**src/core/otgr_consts.svh**
```systemverilog
// Constants for the OTG power control and rising-edge enable registers.
// Assumes a ULPI-style register port that presents 6-bit addresses.
`ifndef OTGR_CONSTS_SVH
`define OTGR_CONSTS_SVH
`define OTGR_OTG_WR_ADDR 6'h0A
`define OTGR_OTG_SET_ADDR 6'h0B
`define OTGR_OTG_CLR_ADDR 6'h0C
`define OTGR_RISE_WR_ADDR 6'h0D
`define OTGR_RISE_SET_ADDR 6'h0E
`define OTGR_RISE_CLR_ADDR 6'h0F
`define OTGR_OTG_RESET 8'h06
`define OTGR_RISE_RESET 8'h1F
`define OTGR_RISE_MASK 8'h1F
`define OTGR_BIT_EXT_IND 7
`define OTGR_BIT_EXT_SUPPLY 6
`define OTGR_BIT_DRIVE 5
`define OTGR_BIT_CHARGE 4
`define OTGR_BIT_DISCHARGE 3
`define OTGR_BIT_DM_PD 2
`define OTGR_BIT_DP_PD 1
`define OTGR_BIT_ID_PU 0
`endif

```
**src/core/otgr_pkg.sv**
```systemverilog
// Types for the OTG power control register bank.
// Assumes otgr_consts.svh supplies the numeric layout.
`default_nettype none
package otgr_pkg;
	typedef struct packed {
		logic external_power_indicator_select;
		logic external_supply_select;
		logic power_output_drive;
		logic power_line_charge;
		logic power_line_discharge;
		logic minus_line_pulldown;
		logic plus_line_pulldown;
		logic cable_sample_a;
	} otgr_ctrl_t;
	typedef struct packed {
		logic cable_grounded;
		logic session_finished_flag;
		logic session_ok;
		logic power_ok;
		logic host_unplug;
	} otgr_status_t;
	typedef enum logic [1:0] {
		OTGR_OP_WRITE = 2'h0,
		OTGR_OP_SET = 2'h1,
		OTGR_OP_CLEAR = 2'h2,
		OTGR_OP_NONE = 2'h3
	} otgr_op_t;
endpackage
`default_nettype wire

```
**src/core/otgr_rise_detect.sv**
```systemverilog
// Rising-edge event gate for the five status signals.
// Assumes status inputs are synchronous to clk_sys_in.
`timescale 1ns/1ns
`default_nettype none
module otgr_rise_detect (
	input wire logic clk_sys_in,
	input wire logic rst_in,
	input wire otgr_pkg::otgr_status_t status_in,
	input wire logic [4:0] enable_in,
	output logic [4:0] event_out
);
	logic [4:0] prev_r;
	logic [4:0] prev_nxt;
	logic [4:0] event_r;
	logic [4:0] event_nxt;

	always_comb begin
		prev_nxt = status_in;
		// Cleared enable swallows the edge [RULE_10]
		event_nxt = status_in & ~prev_r & enable_in;
	end

	// Previous value starts low so a high level after reset counts as a rise
	always_ff @(posedge clk_sys_in) begin
		if (rst_in) begin
			prev_r <= 5'h00;
			event_r <= 5'h00;
		end else begin
			prev_r <= prev_nxt;
			event_r <= event_nxt;
		end
	end

	assign event_out = event_r;
endmodule // otgr_rise_detect
`default_nettype wire

```
**src/core/otgr_regs.sv**
```systemverilog
// OTG power control and rising-edge enable register bank.
// Assumes a decoded ULPI register port: one-cycle write strobe with address and data,
// read address answered combinationally into a registered read data.
// Status and indicator inputs are taken as already synchronous to the clock.
`timescale 1ns/1ns
`default_nettype none
`include "otgr_consts.svh"

// Behaviour
// RULE_01 - Bit 7 picks the external fault pin instead of the internal comparator as power indication.
// RULE_02 - Bit 6 picks an external supply and then drives the supply switch output low.
// RULE_03 - Bit 5 drives 5 V onto the power line and resets to 0.
// RULE_04 - Bit 4 charges the power line through a resistor and resets to 0.
// RULE_05 - The link confirms discharge and 2 ms of SE0 before setting the charge bit.
// RULE_06 - Bit 3 discharges the power line, resets to 0, and the link clears it after session end rises.
// RULE_07 - Bit 2 connects the minus line pull-down and resets to 1.
// RULE_08 - Bit 1 connects the plus line pull-down and resets to 1.
// RULE_09 - Bit 0 connects the ID pull-up and enables ID sampling, resetting to 0.
// RULE_10 - Each rise enable bit lets a 0 to 1 status change raise an event, else it is suppressed.
// RULE_11 - Rise enable bits 4 to 0 reset to 1 and bits 7 to 5 read as 0.
// RULE_12 - Rise enables read at 0Dh to 0Fh, written at 0Dh, set at 0Eh, cleared at 0Fh.
// RULE_13 - Rise bits 4..0 cover ID ground, session end, session valid, power valid, host unplug.
// RULE_14 - Control reads at 0Ah to 0Ch, written at 0Ah, set at 0Bh, cleared at 0Ch.
// RULE_15 - Set addresses OR ones in, clear addresses clear ones, other bits stay.
module otgr_regs (
	input wire logic clk_sys_in,
	input wire logic rst_in,
	input wire logic reg_wr_in,
	input wire logic [5:0] reg_addr_in,
	input wire logic [7:0] reg_wdata_in,
	input wire logic [5:0] reg_raddr_in,
	input wire logic fault_pin_in,
	input wire logic power_comparator_in,
	input wire otgr_pkg::otgr_status_t status_in,
	output logic [7:0] reg_rdata_out,
	output logic reg_rhit_out,
	output otgr_pkg::otgr_ctrl_t ctrl_out,
	output logic supply_switch_out_low,
	output logic power_indication_out,
	output logic [4:0] rise_event_out
);
	// ***************************
	// Write decode
	// ***************************
	function automatic logic [7:0] apply_op(input logic [7:0] cur, input logic [7:0] wd,
			input otgr_pkg::otgr_op_t op);
		logic [7:0] res;
		res = cur;
		unique case (op)
			otgr_pkg::OTGR_OP_WRITE: res = wd;
			otgr_pkg::OTGR_OP_SET: res = cur | wd; // [RULE_15]
			otgr_pkg::OTGR_OP_CLEAR: res = cur & ~wd; // [RULE_15]
			otgr_pkg::OTGR_OP_NONE: res = cur;
		endcase
		return res;
	endfunction

	function automatic otgr_pkg::otgr_op_t decode_op(input logic wr, input logic [5:0] a,
			input logic [5:0] base);
		otgr_pkg::otgr_op_t op;
		op = otgr_pkg::OTGR_OP_NONE;
		if (wr && a == base) begin
			op = otgr_pkg::OTGR_OP_WRITE;
		end else if (wr && a == base + 6'h01) begin
			op = otgr_pkg::OTGR_OP_SET;
		end else if (wr && a == base + 6'h02) begin
			op = otgr_pkg::OTGR_OP_CLEAR;
		end
		return op;
	endfunction

	function automatic logic in_window(input logic [5:0] a, input logic [5:0] base);
		return a >= base && a <= base + 6'h02;
	endfunction

	// ***************************
	// Write opcodes
	// ***************************
	otgr_pkg::otgr_op_t otg_op;
	otgr_pkg::otgr_op_t rise_op;

	// Each register owns three addresses: write, set and clear [RULE_12] [RULE_14]
	always_comb begin
		otg_op = decode_op(reg_wr_in, reg_addr_in, `OTGR_OTG_WR_ADDR);
		rise_op = decode_op(reg_wr_in, reg_addr_in, `OTGR_RISE_WR_ADDR);
	end

	// ***************************
	// Power control register
	// ***************************
	logic [7:0] otg_power_control_r;
	logic [7:0] otg_power_control_nxt;

	always_comb begin
		otg_power_control_nxt = apply_op(otg_power_control_r, reg_wdata_in, otg_op); // [RULE_14]
	end

	// Pull-downs start connected, drive, charge, discharge and ID pull-up start off [RULE_07] [RULE_08]
	always_ff @(posedge clk_sys_in) begin
		if (rst_in) begin
			otg_power_control_r <= `OTGR_OTG_RESET; // [RULE_03] [RULE_04] [RULE_06] [RULE_09]
		end else begin
			otg_power_control_r <= otg_power_control_nxt;
		end
	end

	// ***************************
	// Rising-edge enable register
	// ***************************
	logic [7:0] rise_event_enable_r;
	logic [7:0] rise_event_enable_nxt;

	// Reserved bits forced low so they always read as zero [RULE_11]
	always_comb begin
		rise_event_enable_nxt = apply_op(rise_event_enable_r, reg_wdata_in, rise_op)
			& `OTGR_RISE_MASK; // [RULE_12]
	end

	// All five edges start enabled
	// Bits 4..0 line up with the status struct, most significant first [RULE_13]
	always_ff @(posedge clk_sys_in) begin
		if (rst_in) begin
			rise_event_enable_r <= `OTGR_RISE_RESET; // [RULE_11]
		end else begin
			rise_event_enable_r <= rise_event_enable_nxt;
		end
	end

	// ***************************
	// Supply switch
	// ***************************
	otgr_pkg::otgr_ctrl_t ctrl_cur;
	logic psw_low_r;
	logic psw_low_nxt;

	// Taken from the next register value so the pin moves on the same edge as the bit
	always_comb begin
		ctrl_cur = otg_power_control_nxt;
		// Switch goes low only for the external supply [RULE_02]
		psw_low_nxt = ctrl_cur.external_supply_select;
	end

	// Released after reset, so the internal pump is the default
	always_ff @(posedge clk_sys_in) begin
		if (rst_in) begin
			psw_low_r <= 1'b0; // [RULE_02]
		end else begin
			psw_low_r <= psw_low_nxt;
		end
	end

	// ***************************
	// Power indication
	// ***************************
	logic ind_r;
	logic ind_nxt;

	// One cycle of latency from either source; both are taken as already synchronous
	always_comb begin
		// Source of power indication [RULE_01]
		ind_nxt = ctrl_cur.external_power_indicator_select ? fault_pin_in : power_comparator_in;
	end

	always_ff @(posedge clk_sys_in) begin
		if (rst_in) begin
			ind_r <= 1'b0;
		end else begin
			ind_r <= ind_nxt;
		end
	end

	// ***************************
	// Read path
	// ***************************
	logic [7:0] rdata_r;
	logic [7:0] rdata_nxt;
	logic rhit_r;
	logic rhit_nxt;

	// Any of the three addresses of a register reads it back
	always_comb begin
		rdata_nxt = 8'h00;
		rhit_nxt = 1'b0;
		if (in_window(reg_raddr_in, `OTGR_OTG_WR_ADDR)) begin
			rdata_nxt = otg_power_control_r; // [RULE_14]
			rhit_nxt = 1'b1;
		end else if (in_window(reg_raddr_in, `OTGR_RISE_WR_ADDR)) begin
			rdata_nxt = rise_event_enable_r; // [RULE_12]
			rhit_nxt = 1'b1;
		end
	end

	always_ff @(posedge clk_sys_in) begin
		if (rst_in) begin
			rdata_r <= 8'h00;
			rhit_r <= 1'b0;
		end else begin
			rdata_r <= rdata_nxt;
			rhit_r <= rhit_nxt;
		end
	end

	// ***************************
	// Outputs
	// ***************************
	// Bits drive analog controls straight from the flops [RULE_03] [RULE_04] [RULE_06]
	assign ctrl_out = otg_power_control_r;
	assign supply_switch_out_low = psw_low_r;
	assign power_indication_out = ind_r;
	assign reg_rdata_out = rdata_r;
	assign reg_rhit_out = rhit_r;

	// Bit order follows the status struct [RULE_13]
	otgr_rise_detect otgr_rise_detect_i (
		.clk_sys_in(clk_sys_in),
		.rst_in(rst_in),
		.status_in(status_in),
		.enable_in(rise_event_enable_r[4:0]),
		.event_out(rise_event_out)
	);
endmodule // otgr_regs
`default_nettype wire

```
**config.mk**
```make
export PLATFORM = sky130hd
export DESIGN_NAME = otgr_regs
export DESIGN_NICKNAME = d
export VERILOG_FILES = /design/src/core/otgr_pkg.sv /design/src/core/otgr_rise_detect.sv /design/src/core/otgr_regs.sv
export VERILOG_INCLUDE_DIRS = /design/src /design/src/core
export SDC_FILE = /design/constraint.sdc
export NUM_CORES = 1
export LEC_CHECK = 0
export BUFFER_PORTS_ARGS = -buffer_cell sky130_fd_sc_hd__buf_4
export CORE_MARGIN = 2
export CORE_UTILIZATION = 42
export CTS_BUF_LIST = sky130_fd_sc_hd__clkbuf_8
export CTS_CLUSTER_DIAMETER = 120
export CTS_CLUSTER_SIZE = 40
export DETAILED_ROUTE_END_ITERATION = 12
export HOLD_SLACK_MARGIN = 0.03
export PLACE_DENSITY = 0.68
export SLEW_MARGIN = 0
export SYNTH_ARGS = -nofsm -noshare
export SYNTH_HDL_FRONTEND = slang
export SYNTH_HIERARCHICAL = 1
export SYNTH_SLANG_ARGS = --single-unit
```
**constraint.sdc**
```tcl
create_clock -name clk_sys_in -period 2.1 [get_ports clk_sys_in]
set_input_delay 0.21 -clock clk_sys_in [delete_from_list [all_inputs] [get_ports clk_sys_in]]
set_output_delay 0.21 -clock clk_sys_in [all_outputs]
set_load 0.005 [all_outputs]
```
==> impl_metrics.py <==
metrics = {
    "run_status": {
        "run_status": "complete, no violations",
    },
    "timing": {
        "hold_ws_ps": 156,
        "max_freq_ghz": 0.658,
        "setup_viol": 0,
        "rsz0062_at_grt": "no",
        "finalHoldViolations": 0,
        "drv_slew": 0,
        "worst_slew_pin_slew_ps": 438,
        "layout_min_cycle_time_ps": 1520,
        "relSlewSlack": 0.705,
        "min_period_over_period": 0.724,
        "final.setup.tns_ps": 0,
        "fin_skew_ps": 3.88,
    },
    "yosys": {
        "synth_common_cells": "33 x dfxtp_1, 10 x a21oi_1, 9 x nand2b_1",
        "ys_seq_area_frac": 0.458,
        "yosys_most_used_dff": "dfxtp_1",
        "post_synth_inst_count": 139,
        "synth-async-reset-ratio": 0,
        "ys_top_cells_by_area": "dfxtp_1 46%, and4bb_2 5.2%, nand2b_1 3.9%",
        "syn_avg_cell_area_sq_um": 10.4,
        "ys_types": 31,
        "synth-edff-count": 0,
        "ys_warn_count": 6,
        "synth_area_sq_mm": 0.00144,
        "synth_area_leader_cell": "dfxtp_1",
        "synth.most_common_cell": "dfxtp_1",
        "ys_ff_latch": 33,
        "synth_top_area_share": 0.458,
        "synth_nets": 172,
    },
    "critical_path": {
        "cp_top_family": "simple AND/OR/NAND/NOR gates",
        "crit_path_frequent_cell": "a21oi_1",
        "cp_max_fo": 6,
        "crit_type": "in2reg",
        "critPathMaxStageDelay_ps": 370,
        "cp_slowest_cell": "ha_1",
        "path_buf_inv": 1,
        "startpoint_type": "input pin",
        "worst_setup_path_end_kind": "flop",
        "worstPathCellList": "buf_4 > and4bb_2 > nand3_1 > ha_1 > a21oi_1 > a21oi_1 > nand2_1",
        "arrival_ps": 1750,
        "crit_required_ps": 2330,
    },
    "placed_design": {
        "hpwl_mm": 2.45,
        "port_buffers": 53,
        "placed_area_sq_mm": 0.00189,
        "place_congestion": 0.838,
    },
    "routing": {
        "antenna_left": 0,
        "wl_per_cell_microns": 12.9,
        "drt_iter0_markers": 13,
        "dr.pass1.iters": 4,
        "dr_total_vias": 1230,
        "routed_wl_mm": 3.14,
        "drc": 0,
        "avgViaCountPerCell": 5.04,
    },
    "grt": {
        "grt_pass1_vias": 1197,
        "grt_use_total": 0.176,
        "grt_max_degree": 26,
        "grt_pass1_wl_mm": 5.34,
        "antenna_found_initial": 0,
        "gr-total-overflow": 0,
    },
    "die": {
        "core_area_sq_mm": 0.00331,
        "initial_core_util": 0.435,
        "io_pins": 54,
        "die_w_microns": 62.6,
        "die_area_sq_mm": 0.00392,
        "rows": 21,
        "die_h_microns": 62.6,
    },
    "power": {
        "power.density_mw_per_mm2": 632,
        "ir_drop_mv": 0.342,
        "finalPower_mw": 1.25,
        "p_leak_nw": 0.872,
    },
    "clock_tree": {
        "cts_made_buffers": 5,
        "cts_tree": "done",
        "worst_skew_pair.late_latency_ps": 280,
        "cts_hold_buf": 0,
        "cts-resized-gates": 0,
        "cts_buffer_depth": 2,
        "cts_max_level": 2,
        "post_cts_buffers": 0,
        "path_clk_slew_ps": 70,
        "clkSinkCount": 33,
        "cts-root-buf": "clkbuf_8",
    },
    "final_layout": {
        "multi_input_area_sq_um": 751,
        "utilization": 0.596,
        "drive_above_1_share": 0.409,
        "ff_latch_area_sq_um": 661,
        "antennaDiodeCount": 0,
        "nets": 230,
        "syn2layout_area_growth_pct": 36.8,
        "final_area_sq_mm": 0.00197,
        "fill_cells": 303,
    },
    "flow_run": {
        "drv_cap": 0,
    },
    "worst_hold_path": {
        "min_path_type": "in2reg",
    },
}
-- layout make-up --
class | count | area share
clock buffers | 5 | 0.0349
clock inverters | 3 | 0.00888
inverters | 5 | 0.00952
flip-flops and latches | 33 | 0.335
repair buffers | 53 | 0.202
multi-input cells | 99 | 0.381
well taps | 46 | 0.0292
-- power by group --
part / internal [mW] / total, mW / switching [mW]
combinational: 0.0818 / 0.140 / 0.0579
sequential: 0.645 / 0.652 / 0.00731
clock: 0.228 / 0.454 / 0.226
-- metal layers --
layer	GRT usage	vias to the layer above	share of wire
met5	0	-	0
met3	0.0739	6	0.072
met2	0.284	41	0.47
li1	-	615	-
met1	0.205	568	0.44
met4	0.0750	0	0.018
-- flip-flops by register name (all words and copies together), names as in the netlist --
signal	flops
ctrl_out	8
power_indication_out	1
otgr_rise_detect_i/event_out	5
reg_rdata_out	8
rise_event_enable_r	5
reg_rhit_out	1
otgr_rise_detect_i/prev_r	5
-- logic make-up after synthesis --
kind of cell             share of synthesized area
AND/OR/NAND/NOR                              0.270
AO/OA/AOI/OAI                                0.191
flip-flops                                   0.458
buffers and inverters                       0.0208
multiplexers                                0.0278
adder cells (fa/ha/maj)                     0.0260
XOR/XNOR                                   0.00608
-- metrics by stage --
stage          setup slack (ps)  cells
2_1_floorplan               587    139
3_3_place_gp                374    236
3_5_place_dp                308    236
4_1_cts                     601    244
5_1_grt                     377    244
6_report                    579    244
-- path summary, 6_finish.rpt --
check / start / endpoint / slack, ps / cells after the start
worst min-delay path: status_in[0] / otgr_rise_detect_i/prev_r[0] / 160 / 2
worst max register to register: ctrl_out[4] / ctrl_out[4] / 1200 / 2
worst min register to register: rise_event_enable_r[1] / rise_event_enable_r[1] / 480 / 2
worst max-delay path: reg_addr_in[4] / rise_event_enable_r[0] / 580 / 7
-- worst register-to-register path, stage by stage (launching register included) --
cell and delay, ps:
dfxtp_1 350, nor2b_1 150, a221o_1 290
-- placed cells by master (no fill, tap or decap), types with 2 or more instances in the layout --
master and instances:
nand2b_1 9, and2_1 6, nor2_2 2, a221o_1 4
nor2b_1 5, a21oi_1 10, o21bai_1 2, clkinv_2 2
a22o_1 5, o21ai_0 7, inv_1 5, nand2_1 5
dfxtp_1 33, a21boi_0 5, and4bb_2 6, nand3_1 4
nor2_1 4, nor2_4 2, ha_1 3, nor3_1 3
mux2i_1 4, and2b_2 5, buf_4 53, clkbuf_8 5
Power figures use the tool's default switching activity.
